`src/spp_pkg.sv`:
```
// constants and types for the secondary pci port control block
// Function
// high range: 66 or 33 MHz by double-speed
// low range: 50 or 25 MHz by double-speed
// seven clock outputs, each gated, all on
// pci clock input paces the pci core
// host disables all clocks for external source
// two tiers; bridge high, devices low after reset
// bit 7 of priority control parks bus
// six mask bits block device requests
// timeout flag after 16 unanswered pci clocks
// automatic masking; clearing bit drops auto masks
// classify configuration requests into three cases
// type 0 served locally, never forwarded
// secondary-bus request becomes pci type 0 cycle
// one-hot select line for devices 0 to 15
// further bus becomes pci type 1 cycle
// high tier first, round robin within tier
// granted device starts its transaction promptly
package spp_pkg;
  // configuration space offsets
  localparam logic [7:0] SPP_OFS_CLK_GATE = 8'hD8;
  localparam logic [7:0] SPP_OFS_ARB_PRIO = 8'hDC;
  localparam logic [7:0] SPP_OFS_ARB_BLOCK = 8'hDD;
  localparam logic [7:0] SPP_OFS_ARB_TOFLAG = 8'hDE;
  // reset values
  localparam logic [6:0] SPP_RST_CLK_GATE = 7'h7F;
  localparam logic [7:0] SPP_RST_ARB_PRIO = 8'h40;
  localparam logic [7:0] SPP_RST_ARB_BLOCK = 8'h00;
  // field positions
  localparam int SPP_PRIO_BRIDGE_BIT = 6;
  localparam int SPP_PRIO_PARK_BIT = 7;
  localparam int SPP_BLOCK_AUTO_BIT = 6;
  localparam int SPP_BLOCK_WATCH_BIT = 7;
  // agents: six devices plus the bridge as agent 6
  localparam int SPP_NUM_DEV = 6;
  localparam int SPP_NUM_AGENT = 7;
  localparam logic [2:0] SPP_BRIDGE_ID = 3'h6;
  localparam int SPP_NUM_CLK = 7;
  // grant timeout in pci clocks
  localparam logic [4:0] SPP_GNT_TIMEOUT_CLKS = 5'h10;
  // frequency codes {high_range, double_speed}
  localparam logic [1:0] SPP_FREQ_25 = 2'h0;
  localparam logic [1:0] SPP_FREQ_50 = 2'h1;
  localparam logic [1:0] SPP_FREQ_33 = 2'h2;
  localparam logic [1:0] SPP_FREQ_66 = 2'h3;
  // pci configuration address low bits
  localparam logic [1:0] SPP_CFG_T0_LOW = 2'h0;
  localparam logic [1:0] SPP_CFG_T1_LOW = 2'h1;
  // arbiter states
  typedef enum logic [1:0] {
    SPP_ST_IDLE = 2'b00,
    SPP_ST_GRANT = 2'b01,
    SPP_ST_BUSY = 2'b10
  } spp_arb_st_t;
endpackage

```
`src/spp_cfg_xlate.sv`:
```
// configuration request classifier and pci address builder
`timescale 1ns/1ps
module spp_cfg_xlate (
  // request fields
  input wire logic type1_i,
  input wire logic [7:0] bus_i,
  input wire logic [4:0] dev_i,
  input wire logic [2:0] func_i,
  input wire logic [5:0] reg_i,
  input wire logic [7:0] sec_bus_i,
  // classification and address
  output logic local_o,
  output logic pci_type1_o,
  output logic [31:0] addr_o
);
  import spp_pkg::*;

  // one-hot select line, none for devices 16 and up
  function automatic logic [15:0] idsel(input logic [4:0] dev);
    idsel = dev[4] ? 16'h0000 : (16'h0001 << dev[3:0]);
  endfunction

  // three-way split by destination
  always_comb begin
    local_o = ~type1_i;
    pci_type1_o = type1_i && (bus_i != sec_bus_i);
    if (pci_type1_o) begin
      addr_o = {8'h00, bus_i, dev_i, func_i, reg_i, SPP_CFG_T1_LOW};
    end else if (type1_i) begin
      addr_o = {idsel(dev_i), 5'h00, func_i, reg_i, SPP_CFG_T0_LOW};
    end else begin
      addr_o = 32'h0000_0000; // local access drives nothing on the bus
    end
  end
endmodule

```
`src/spp_port_ctrl.sv`:
```
// secondary pci port control: clock gating, arbiter, config translation
`timescale 1ns/1ps
module spp_port_ctrl (
  // clock and reset
  input wire logic sys_clk_i,
  input wire logic rstn_i,
  // configuration register port
  input wire logic cfg_wr_i,
  input wire logic [7:0] cfg_addr_i,
  input wire logic [7:0] cfg_wdata_i,
  output logic [7:0] cfg_rdata_o,
  // clock pins
  input wire logic pci_clk_i,
  input wire logic high_range_freq_select_i,
  input wire logic double_speed_pin_i,
  output logic [1:0] freq_code_o,
  output logic [spp_pkg::SPP_NUM_CLK-1:0] clk_out_en_o,
  // arbitration pins
  input wire logic [spp_pkg::SPP_NUM_DEV-1:0] req_n_i,
  input wire logic frame_n_i,
  output logic [spp_pkg::SPP_NUM_DEV-1:0] gnt_n_o,
  // bridge's own master
  input wire logic bridge_req_i,
  output logic bridge_gnt_o,
  // configuration translation request
  input wire logic xlate_req_i,
  input wire logic xlate_type1_i,
  input wire logic [7:0] xlate_bus_i,
  input wire logic [4:0] xlate_dev_i,
  input wire logic [2:0] xlate_func_i,
  input wire logic [5:0] xlate_reg_i,
  input wire logic [7:0] sec_bus_i,
  output logic xlate_valid_o,
  output logic xlate_local_o,
  output logic xlate_pci_type1_o,
  output logic [31:0] xlate_addr_o
);
  import spp_pkg::*;

  // whole state of the block
  typedef struct packed {
    logic [6:0] clk_gate;
    logic [7:0] prio;
    logic [7:0] block;
    logic [5:0] toflag;
    logic [5:0] amask;
    spp_arb_st_t st;
    logic [2:0] owner;
    logic [2:0] last;
    logic [4:0] cnt;
    logic [5:0] gnt_n;
    logic bgnt;
    logic [2:0] pclk_s;
    logic [1:0] frm_s;
    logic [5:0] req_s1;
    logic [5:0] req_s2;
    logic [1:0] hr_s;
    logic [1:0] ds_s;
    logic [1:0] freq;
    logic [7:0] rdata;
    logic xv;
    logic xl;
    logic xt1;
    logic [31:0] xaddr;
  } spp_state_t;

  spp_state_t s_r;
  spp_state_t s_nxt;
  logic x_local; // translator outputs
  logic x_t1;
  logic [31:0] x_addr;
  logic [6:0] want; // live requests incl. bridge
  logic [6:0] want_hi; // requests in the high tier
  logic pclk_rise; // edge of the sampled pci clock
  logic [2:0] pick; // arbitration winner

  // next agent after last that requests, rotating
  function automatic logic [2:0] rr_pick(input logic [6:0] v, input logic [2:0] last);
    logic [2:0] idx;
    rr_pick = last;
    for (int i = 7; i >= 1; i--) begin
      idx = 3'((int'(last) + i) % SPP_NUM_AGENT);
      if (v[idx]) begin
        rr_pick = idx;
      end
    end
  endfunction

  spp_cfg_xlate u_xlate (
    .type1_i(xlate_type1_i),
    .bus_i(xlate_bus_i),
    .dev_i(xlate_dev_i),
    .func_i(xlate_func_i),
    .reg_i(xlate_reg_i),
    .sec_bus_i(sec_bus_i),
    .local_o(x_local),
    .pci_type1_o(x_t1),
    .addr_o(x_addr)
  );

  // request vectors; masked devices never reach arbitration
  assign want = {bridge_req_i, ~s_r.req_s2 & ~s_r.block[5:0] & ~s_r.amask};
  assign want_hi = want & {s_r.prio[SPP_PRIO_BRIDGE_BIT], s_r.prio[5:0]};
  assign pick = rr_pick((want_hi != 7'h00) ? want_hi : want, s_r.last);
  // pci core paced by the incoming clock, seen through a synchroniser
  assign pclk_rise = s_r.pclk_s[1] & ~s_r.pclk_s[2];

  // next-state logic
  always_comb begin
    s_nxt = s_r;
    // pin synchronisers; stage one feeds only stage two
    s_nxt.pclk_s = {s_r.pclk_s[1:0], pci_clk_i};
    s_nxt.frm_s = {s_r.frm_s[0], frame_n_i};
    s_nxt.req_s1 = req_n_i; // pins stay active low through both flops
    s_nxt.req_s2 = s_r.req_s1;
    s_nxt.hr_s = {s_r.hr_s[0], high_range_freq_select_i};
    s_nxt.ds_s = {s_r.ds_s[0], double_speed_pin_i};
    // frequency select from the two straps
    if (s_r.hr_s[1]) begin
      s_nxt.freq = s_r.ds_s[1] ? SPP_FREQ_66 : SPP_FREQ_33;
    end else begin
      s_nxt.freq = s_r.ds_s[1] ? SPP_FREQ_50 : SPP_FREQ_25;
    end
    // register writes
    if (cfg_wr_i) begin
      case (cfg_addr_i)
        SPP_OFS_CLK_GATE: s_nxt.clk_gate = cfg_wdata_i[6:0];
        SPP_OFS_ARB_PRIO: s_nxt.prio = cfg_wdata_i;
        SPP_OFS_ARB_BLOCK: s_nxt.block = cfg_wdata_i;
        default: ;
      endcase
    end
    // dropping auto mask enable frees every auto mask
    if (!s_nxt.block[SPP_BLOCK_AUTO_BIT]) begin
      s_nxt.amask = 6'h00;
    end
    // flags are kept only while the watch is on
    if (!s_nxt.block[SPP_BLOCK_WATCH_BIT]) begin
      s_nxt.toflag = 6'h00;
    end
    // arbiter
    case (s_r.st)
      SPP_ST_IDLE: begin
        s_nxt.gnt_n = 6'h3F;
        s_nxt.bgnt = 1'b0;
        s_nxt.cnt = 5'h00;
        if (want != 7'h00) begin
          // only grant while the bus is idle
          if (s_r.frm_s[1]) begin
            s_nxt.st = SPP_ST_GRANT;
            s_nxt.owner = pick;
            s_nxt.last = pick;
            if (pick == SPP_BRIDGE_ID) begin
              s_nxt.bgnt = 1'b1;
            end else begin
              s_nxt.gnt_n[pick] = 1'b0;
            end
          end
        end else if (s_r.prio[SPP_PRIO_PARK_BIT]) begin
          s_nxt.bgnt = 1'b1; // idle bus parked on the bridge
        end
      end
      SPP_ST_GRANT: begin
        if (!s_r.frm_s[1]) begin
          // owner started; grant may go
          s_nxt.st = SPP_ST_BUSY;
          s_nxt.gnt_n = 6'h3F;
          s_nxt.bgnt = 1'b0;
        end else if (!want[s_r.owner]) begin
          s_nxt.st = SPP_ST_IDLE; // request withdrawn before start
          s_nxt.gnt_n = 6'h3F;
          s_nxt.bgnt = 1'b0;
        end else if (pclk_rise) begin
          s_nxt.cnt = s_r.cnt + 5'h01;
          // device silent for the whole window
          if (s_nxt.cnt == SPP_GNT_TIMEOUT_CLKS) begin
            s_nxt.st = SPP_ST_IDLE;
            s_nxt.gnt_n = 6'h3F;
            s_nxt.bgnt = 1'b0;
            if (s_r.owner != SPP_BRIDGE_ID) begin
              if (s_nxt.block[SPP_BLOCK_WATCH_BIT]) begin
                s_nxt.toflag[s_r.owner] = 1'b1;
              end
              if (s_nxt.block[SPP_BLOCK_AUTO_BIT]) begin
                s_nxt.amask[s_r.owner] = 1'b1;
              end
            end
          end
        end
      end
      SPP_ST_BUSY: begin
        if (s_r.frm_s[1]) begin
          s_nxt.st = SPP_ST_IDLE;
        end
      end
      default: s_nxt.st = SPP_ST_IDLE;
    endcase
    // read data, one cycle behind the address
    case (cfg_addr_i)
      SPP_OFS_CLK_GATE: s_nxt.rdata = {1'b0, s_r.clk_gate};
      SPP_OFS_ARB_PRIO: s_nxt.rdata = s_r.prio;
      SPP_OFS_ARB_BLOCK: s_nxt.rdata = s_r.block;
      SPP_OFS_ARB_TOFLAG: s_nxt.rdata = {2'b00, s_r.toflag};
      default: s_nxt.rdata = 8'h00;
    endcase
    // configuration translation result, registered
    s_nxt.xv = xlate_req_i;
    if (xlate_req_i) begin
      s_nxt.xl = x_local;
      s_nxt.xt1 = x_t1;
      s_nxt.xaddr = x_addr;
    end
  end

  // state register
  always_ff @(posedge sys_clk_i or negedge rstn_i) begin
    if (!rstn_i) begin
      s_r <= '0;
      s_r.clk_gate <= SPP_RST_CLK_GATE;
      s_r.prio <= SPP_RST_ARB_PRIO;
      s_r.block <= SPP_RST_ARB_BLOCK;
      s_r.st <= SPP_ST_IDLE;
      s_r.gnt_n <= 6'h3F;
      s_r.frm_s <= 2'h3;
      s_r.req_s1 <= 6'h3F; // request pins idle high, so no false request
      s_r.req_s2 <= 6'h3F;
    end else begin
      s_r <= s_nxt;
    end
  end

  // outputs straight from the state
  assign cfg_rdata_o = s_r.rdata;
  assign freq_code_o = s_r.freq;
  assign clk_out_en_o = s_r.clk_gate;
  assign gnt_n_o = s_r.gnt_n;
  assign bridge_gnt_o = s_r.bgnt;
  assign xlate_valid_o = s_r.xv;
  assign xlate_local_o = s_r.xl;
  assign xlate_pci_type1_o = s_r.xt1;
  assign xlate_addr_o = s_r.xaddr;
endmodule

```
`config.mk`:
```
export PLATFORM = sky130hd
export DESIGN_NAME = spp_port_ctrl
export DESIGN_NICKNAME = d
export VERILOG_FILES = /design/src/spp_pkg.sv /design/src/spp_cfg_xlate.sv /design/src/spp_port_ctrl.sv
export SDC_FILE = /design/constraint.sdc
export NUM_CORES = 1
export LEC_CHECK = 0
export ABC_AREA = 0
export BUFFER_PORTS_ARGS = -buffer_cell sky130_fd_sc_hd__buf_2
export CAP_MARGIN = 5
export CELL_PAD_IN_SITES_DETAIL_PLACEMENT = 1
export CELL_PAD_IN_SITES_GLOBAL_PLACEMENT = 2
export CORE_ASPECT_RATIO = 0.9
export CORE_MARGIN = 5
export CORE_UTILIZATION = 39
export DETAILED_ROUTE_END_ITERATION = 7
export GPL_TIMING_DRIVEN = 0
export HOLD_SLACK_MARGIN = 0.02
export PLACE_DENSITY_LB_ADDON = 0.1
export SETUP_SLACK_MARGIN = 0.5
export SLEW_MARGIN = 20
export SYNTH_ARGS = -nofsm -noshare
export SYNTH_HDL_FRONTEND = slang
export SYNTH_SLANG_ARGS = --single-unit
```
`constraint.sdc`:
```
create_clock -name sys_clk_i -period 8.6 [get_ports sys_clk_i]
set_input_delay 0.43 -clock sys_clk_i [delete_from_list [all_inputs] [get_ports sys_clk_i]]
set_output_delay 0.43 -clock sys_clk_i [all_outputs]
set_load 0.02 [all_outputs]
```
==> results.md, run 1 <==
- CTS tree: built
- Wire length per cell: 19.63 um
- Worst reg2reg path depth: 23
- Fill count: 2182
- Synth warnings: 0
- # setup viols final: 0
- TNS Setup: 0 ns
- Post-DRT Antenna Nets: 0
- Synth top area share: 29.08%
- Main flop type after synthesis: dfrtp_1
- Vias in the first global route: 6877
- Fraction of final layout cells sized beyond drive strength 1: 35.03%
- Fin Hold WS: 0.1141 ns
- Worst Hold Endpoint: s_nxt[50]
- Area leader, netlist: dfrtp_1
- Peak supply drop: 0.2085 mV
- DRT Pass-1 Iters: 5
- Area growth syn-to-layout: 20.29%
- M1 WL: 10650 um
- Clock buffer depth: 2
- Gpl congestion: 0.8406
- Max_cap viols: 0
- Final instance area: 0.009110 mm2
- Final net count: 982
- RSZ-0062 raised after global routing: false
- Top Layer Used: met5
- Count of pins over their slew limit: 0
- Antenna violations before repair: 1
- Leak: 4.262 nW
- Row count: 48
- I/O pin total: 121
- Run status: finished clean
- Minimum clock period: 6.970 ns
- EDFF count, synth: 0
- Final Hold Vio Count: 0
- Count of buffers from port buffering: 118
- DRT Wirelength: 22670 um
- CTS-repair resized insts: 0
- Hold Path Class: input port to flop
- Ys async rst share: 100.0%
- R2r setup slk: 1.63 ns
- Main area contributors after synthesis: dfrtp_1 29%, dfstp_2 9.7%, buf_4 5.5%
- Routed met2 length: 10620 um
- Reg2reg start: s_r[78]
- CTS buffer count: 17
- Hold_sp: req_n_i[1]
- Largest net degree at the start of global routing: 61
- Clock Sinks: 116
- RR Endpoint: gnt_n_o[1]
- Worst Path Arrival: 7.31 ns
- Worst Setup Start Kind: flop
- Crit path max fanout: 10
- Die W: 156.9 um
- FF+latch count, synth: 116
- Die height: 142.2 um
- WHS Path Cells: 1
- Clk root buf: clkbuf_16
- All-Layer GR Usage: 20.88%
- DIE AREA: 0.02231 mm2
- Avg Inst Size Synth: 10.06 um2
- Depth of the CTS H-tree: 4
- Post-Syn Nets: 843
- Period Utilization, post-route: 81.05%
- First-pass GRT wire length: 36780 um
- HPWL Detailed: 17650 um
- Syn Inst Count: 753
- Metal3 WL: 1193 um
- Tightest Pin Transition: 1.032 ns
- Clock Pin Slew Worst Setup and Hold Paths: 0.06 ns
- CP Class: flop to flop
- Clock Latency Late Sink: 0.41 ns
- Worst EP required: 8.94 ns
- Worst slew margin: 29.26%
- Worst setup EP type: flop
- DRT iter0 DRCs: 291
- Clock Skew: 0.008621 ns
- Netlist Area Pre-Place: 0.007574 mm2
- Routed via count: 6342
- Core Area: 0.01916 mm2
- DRC Markers: 0
- Pwr Density: 441.9 mW/mm2
- Count of cell types in the netlist: 104
- Post-synthesis sequential area ratio: 38.79%
- Initial Util: 39.53%
- Max Freq: 143.5 MHz
- Vias/cell: 5.491
- Area after DPL: 0.008511 mm2
- GR Overflow Total: 0
- Number of diodes: 0
## registers in the layout (all words and copies together), names as in the netlist
register,flops
cfg_rdata_o,8
freq_code_o,2
xlate_addr_o,31
clk_out_en_o,7
s_r,48
s_nxt,11
xlate_valid_o,1
bridge_gnt_o,1
xlate_local_o,1
gnt_n_o,6
## cell usage after synthesis (all sizes together), types with 14 or more instances
library cell and number:
clkbuf 18, buf 58, nor2 42, a21oi 20, inv 49, dfrtp 88
xnor2 19, ha 28, o21ai 48, dfstp 28, mux2 28, a31oi 14
mux2i 33, nand2 41, nand3 23, nor3 18
## cells by family after synthesis
kind of cell / Yosys count / share of synthesized area [%]
multiplexers: 64 / 9.631
other: 1 / 0.04951
buffers and inverters: 126 / 9.516
XOR/XNOR: 31 / 3.932
flip-flops: 116 / 38.79
AO/OA/AOI/OAI: 200 / 20.12
adder cells (fa/ha/maj): 28 / 4.626
AND/OR/NAND/NOR: 187 / 13.33
## through the flow
step	power (mW)	cells	setup slack, ns	util (%)
2_1_floorplan	2.652	753	3.197	-
3_3_place_gp	3.195	1121	1.878	44.25
3_5_place_dp	3.303	1122	1.719	44.42
4_1_cts	4.004	1155	1.691	47.52
5_1_grt	4.287	1155	1.287	47.55
6_report	4.026	1155	1.630	47.55
## per-layer routing
layer | vias up | track usage, %
li1 | 2993 | -
met1 | 3187 | 28.83
met2 | 143 | 33.60
met3 | 17 | 4.834
met4 | 2 | 4.749
met5 | - | 0
## report_power, final
part | internal [mW] | total, mW | switching [mW]
Combinational | 1.07 | 2.71 | 1.64
Clock | 0.428 | 0.678 | 0.250
Sequential | 0.593 | 0.636 | 0.0433
## worst max-delay path by stage
stage                  from         end  slack (ns)
CTS                 s_r[78]  gnt_n_o[1]        1.69
detailed placement  s_r[78]  gnt_n_o[1]        1.72
global route        s_r[78]  gnt_n_o[1]        1.29
global placement    s_r[78]  gnt_n_o[3]        1.88
floorplan           s_r[78]  gnt_n_o[1]        3.20
finish              s_r[78]  gnt_n_o[1]        1.63
## critical path: stages (launching register included)
cell and delay (ns):
dfrtp_1 0.57, clkbuf_8 0.28, clkbuf_8 0.20, clkbuf_1 0.57, inv_1 0.21, ha_1 0.42, clkbuf_8 0.19, inv_1 0.14
ha_1 0.25, ha_1 0.18, clkbuf_2 0.16, a31oi_1 0.19, xnor2_1 0.19, ha_1 0.32, and2b_1 0.24, o21ai_0 0.57
nand2_4 0.14, mux2i_1 0.15, a2111oi_0 0.71, or3_4 0.28, a31oi_1 0.10, nor3_1 0.23, a31oi_1 0.16, o32a_1 0.41
## repair_timing
action	4_1_cts	5_1_grt
hold buffers	1	0
setup endpoints to repair	0	0
setup buffers	0	0
endpoints found under the hold margin	43	0
## layout make-up
type                            instances  area, um2  area share, %
Buffer                                 76      533.0          5.851
Multi-Input combinational cell        511       3921          43.04
Inverter                               50      187.7          2.060
Sequential cell                       116       2938          32.25
Clock inverter                         10      98.84          1.085
Tap cell                              250      312.8          3.434
Timing Repair Buffer                  120      634.4          6.963
Clock buffer                           22      484.2          5.315
## cell usage in the layout (no fill, tap or decap), types with 4 or more instances in the layout
master	netlist	routed
a21o_1	5	5
dfrtp_1	88	88
clkbuf_16	0	17
o2bb2ai_1	8	8
mux2_2	27	27
a31oi_1	14	14
nor4b_2	4	4
o32a_1	5	5
a222oi_1	5	5
clkbuf_1	14	15
ha_1	28	28
buf_2	2	119
nand2b_1	6	6
inv_1	47	47
nand2_1	40	40
nor2_1	40	40
and2_1	8	8
nor3_1	17	16
a22oi_1	11	11
a31o_2	5	5
a211oi_1	5	5
nor4_1	6	6
nor2b_1	7	7
o21ai_0	44	44
clkbuf_8	3	7
mux2i_1	32	32
o211ai_1	10	10
a21oi_1	20	20
xor2_1	11	11
nand3_1	23	23
dfstp_2	28	28
clkinvlp_4	0	5
buf_4	55	55
a22o_1	10	10
xnor2_1	18	18
Note: power is estimated with default switching activity, not from simulation.
==> run 2: changes to the inputs <==
CORE_UTILIZATION = 33   (was 39)
clock period = 5.9 ns   (was 8.6 ns; I/O delays follow)
==> run 2 against run 1 <==
Against the previous run: routed wire length grew 6.7%; total power up 71%; die area grew 17%; clock skew grew 0.0064 ns; maximum frequency increased by 33%; sequential share of layout area decreased by 2.6 points; combinational power grew 79%; worst setup slack got worse by 0.98 ns; non-clock buffer count up 45; largest cell class unchanged; largest power group unchanged; highest routed layer is now met4.
==> results.md, run 2 (synthesis results as in run 1) <==
- DRC Markers: 0
- Largest net degree at the start of global routing: 76
- Sw frac: 45.64%
- Worst EP required: 6.24 ns
- Initial Util: 33.55%
- Clock Pin Slew Worst Setup and Hold Paths: 0.06 ns
- Max reg flops: 48
- Flop pwr share: 13.4%
- Routed met2 length: 11410 um
- Worst slew margin: 24.16%
- Hold Path Class: input port to flop
- HPWL Detailed: 18180 um
- Wire length per cell: 19.40 um
- CTS buffer count: 17
- Max_cap viols: 0
- GR Overflow Total: 0
- Area growth syn-to-layout: 31.06%
- Non-Filler Instances: 1247
- Internal power: 3.748 mW
- Number of diodes: 0
- Largest register by flop count: s_r
- Place WS: -1.018 ns
- WHS Path Cells: 3
- Final Hold Vio Count: 0
- Sw Pwr: 3.147 mW
- Pwr Density: 694.6 mW/mm2
- Clock Latency Late Sink: 0.41 ns
- DRT Wirelength: 24200 um
- Count of pins over their slew limit: 0
- First-pass GRT wire length: 38600 um
- Metal3 WL: 1001 um
- Clock Sinks: 116
- Final net count: 1027
- Worst reg2reg path depth: 24
- Depth of the CTS H-tree: 4
- M1 WL: 11620 um
- I/O pin total: 121
- Die height: 153.7 um
- Vias/cell: 5.274
- Post-DRT Antenna Nets: 0
- Crit path max fanout: 8
- Most frequent cells in the layout: 118 x buf_2, 89 x buf_4, 85 x dfrtp_1, 44 x inv_1, 42 x o21ai_0
- Top Layer Used: met4
- Die W: 169.7 um
- Clock Skew: 0.01503 ns
- Tightest Pin Transition: 1.129 ns
- Routed via count: 6577
- Run status: finished clean
- Worst Setup Start Kind: flop
- Count of buffers from port buffering: 118
- RSZ-0062 raised after global routing: false
- DRT Pass-1 Iters: 4
- Fraction of final layout cells sized beyond drive strength 1: 40.32%
- Vias in the first global route: 6966
- Core Area: 0.02258 mm2
- Most common library cell in the layout ignoring fill and taps: buf_2
- Minimum clock period: 5.250 ns
- CP Class: flop to flop
- Max Freq: 190.5 MHz
- # setup viols final: 0
- Worst setup EP type: flop
- Leak: 4.560 nW
- Comb power frac: 70.1%
- Clock Power Share: 16.5%
- CTS tree: built
- Period Utilization, post-route: 88.98%
- Final WS setup: 0.6503 ns
- Fill count: 2505
- Placed Cells: 1169
- DIE AREA: 0.02608 mm2
- DRT iter0 DRCs: 329
- Row count: 52
- Clock buffer depth: 2
- Clk root buf: clkbuf_16
- Antenna violations before repair: 0
- Worst Path Arrival: 5.59 ns
- Peak supply drop: 0.4511 mV
- All-Layer GR Usage: 18.38%
- Gpl congestion: 0.8265
==> run 2: changes by cell type in the layout (fill, tap and decap cells not counted), moves of 4 or more <==
cell           before  now
buf_4              55   89
bufinv_16           1    5
clkbuf_8            7    0
clkbuf_16          17   21
ha_1               28   24
dlygate4sd3_1       1   12
a31oi_1            14   10
==> run 2: timing repair <==
item                       in CTS  in global routing
hold buffers                   12                  0
hold endpoints to repair       44                  0
resized for setup              39                 19
setup buffers                  15                 19
pin swaps                      14                 13
setup endpoints to repair      10                 10
==> run 2: path summary, 6_finish.rpt <==
| path | from | end | slack [ns] |
|---|---|---|---|
| max | s_r[78] | gnt_n_o[5] | 0.65 |
| max in group asynchronous | rstn_i | gnt_n_o[3] | 4.78 |
| min in group asynchronous | rstn_i | cfg_rdata_o[5] | 0.36 |
| min reg2reg | s_nxt[46] | s_r[46] | 0.35 |
| min | xlate_reg_i[3] | xlate_addr_o[5] | 0.12 |
| max reg2reg | s_r[78] | gnt_n_o[5] | 0.65 |
==> run 2: power groups by stage <==
stage	sequential (mW)	combinational, mW	clock (mW)
6_report	0.922	4.84	1.14
5_1_grt	0.929	5.22	1.21
4_1_cts	0.926	4.44	1.17
3_5_place_dp	0.943	3.89	0
3_3_place_gp	0.941	3.74	0
2_1_floorplan	0.922	2.95	0
==> run 2: area by class of cell <==
cell class                      count  area [um2]  area share [%]
Buffer                             76       601.8           6.063
Clock buffer                       18       429.2           4.324
Clock inverter                     14       226.5           2.282
Inverter                           50       201.4           2.029
Multi-Input combinational cell    511        4154           41.85
Sequential cell                   116        2942           29.64
Tap cell                          297       371.6           3.744
Timing Repair Buffer              165       999.7           10.07
==> run 2: per-stage QoR <==
| stage | utilization (%) | hold slack, ns | total power [mW] | instance area (um2) | setup TNS (ns) |
|---|---|---|---|---|---|
| final | 43.96 | 0.1191 | 6.895 | 9926 | 0 |
| after global routing | 43.96 | 0.1112 | 7.357 | 9926 | 0 |
| after CTS | 42.88 | 0.1020 | 6.530 | 9681 | 0 |
| after detailed placement | 37.96 | 0.2435 | 4.831 | 8569 | -8.838 |
| after global placement | 37.81 | 0.3336 | 4.676 | 8536 | -6.882 |
| after floorplan | - | -0.0005911 | 3.867 | 7574 | 0 |
==> run 2: worst max-delay path: stages (launching register included) <==
cell and delay (ns):
dfrtp_2 0.38, clkbuf_16 0.16, clkbuf_16 0.13, clkbuf_16 0.13, clkinvlp_4 0.09, ha_4 0.30, clkbuf_16 0.15, clkinvlp_4 0.10
ha_2 0.19, ha_1 0.18, buf_6 0.14, a31oi_4 0.16, xnor2_2 0.11, ha_4 0.20, a2111oi_4 0.36, a31oi_2 0.15
buf_4 0.17, mux2i_2 0.16, a211o_1 0.27, o311a_1 0.13, or3_4 0.42, a221o_1 0.33, o211ai_2 0.18, o211ai_1 0.17
o32a_1 0.38
==> run 2: per-layer routing <==
metal | vias to the layer above | track usage [%]
li1 | 3083 | -
met1 | 3341 | 25.91
met2 | 140 | 29.71
met4 | 0 | 3.411
met3 | 13 | 3.517
met5 | - | 0
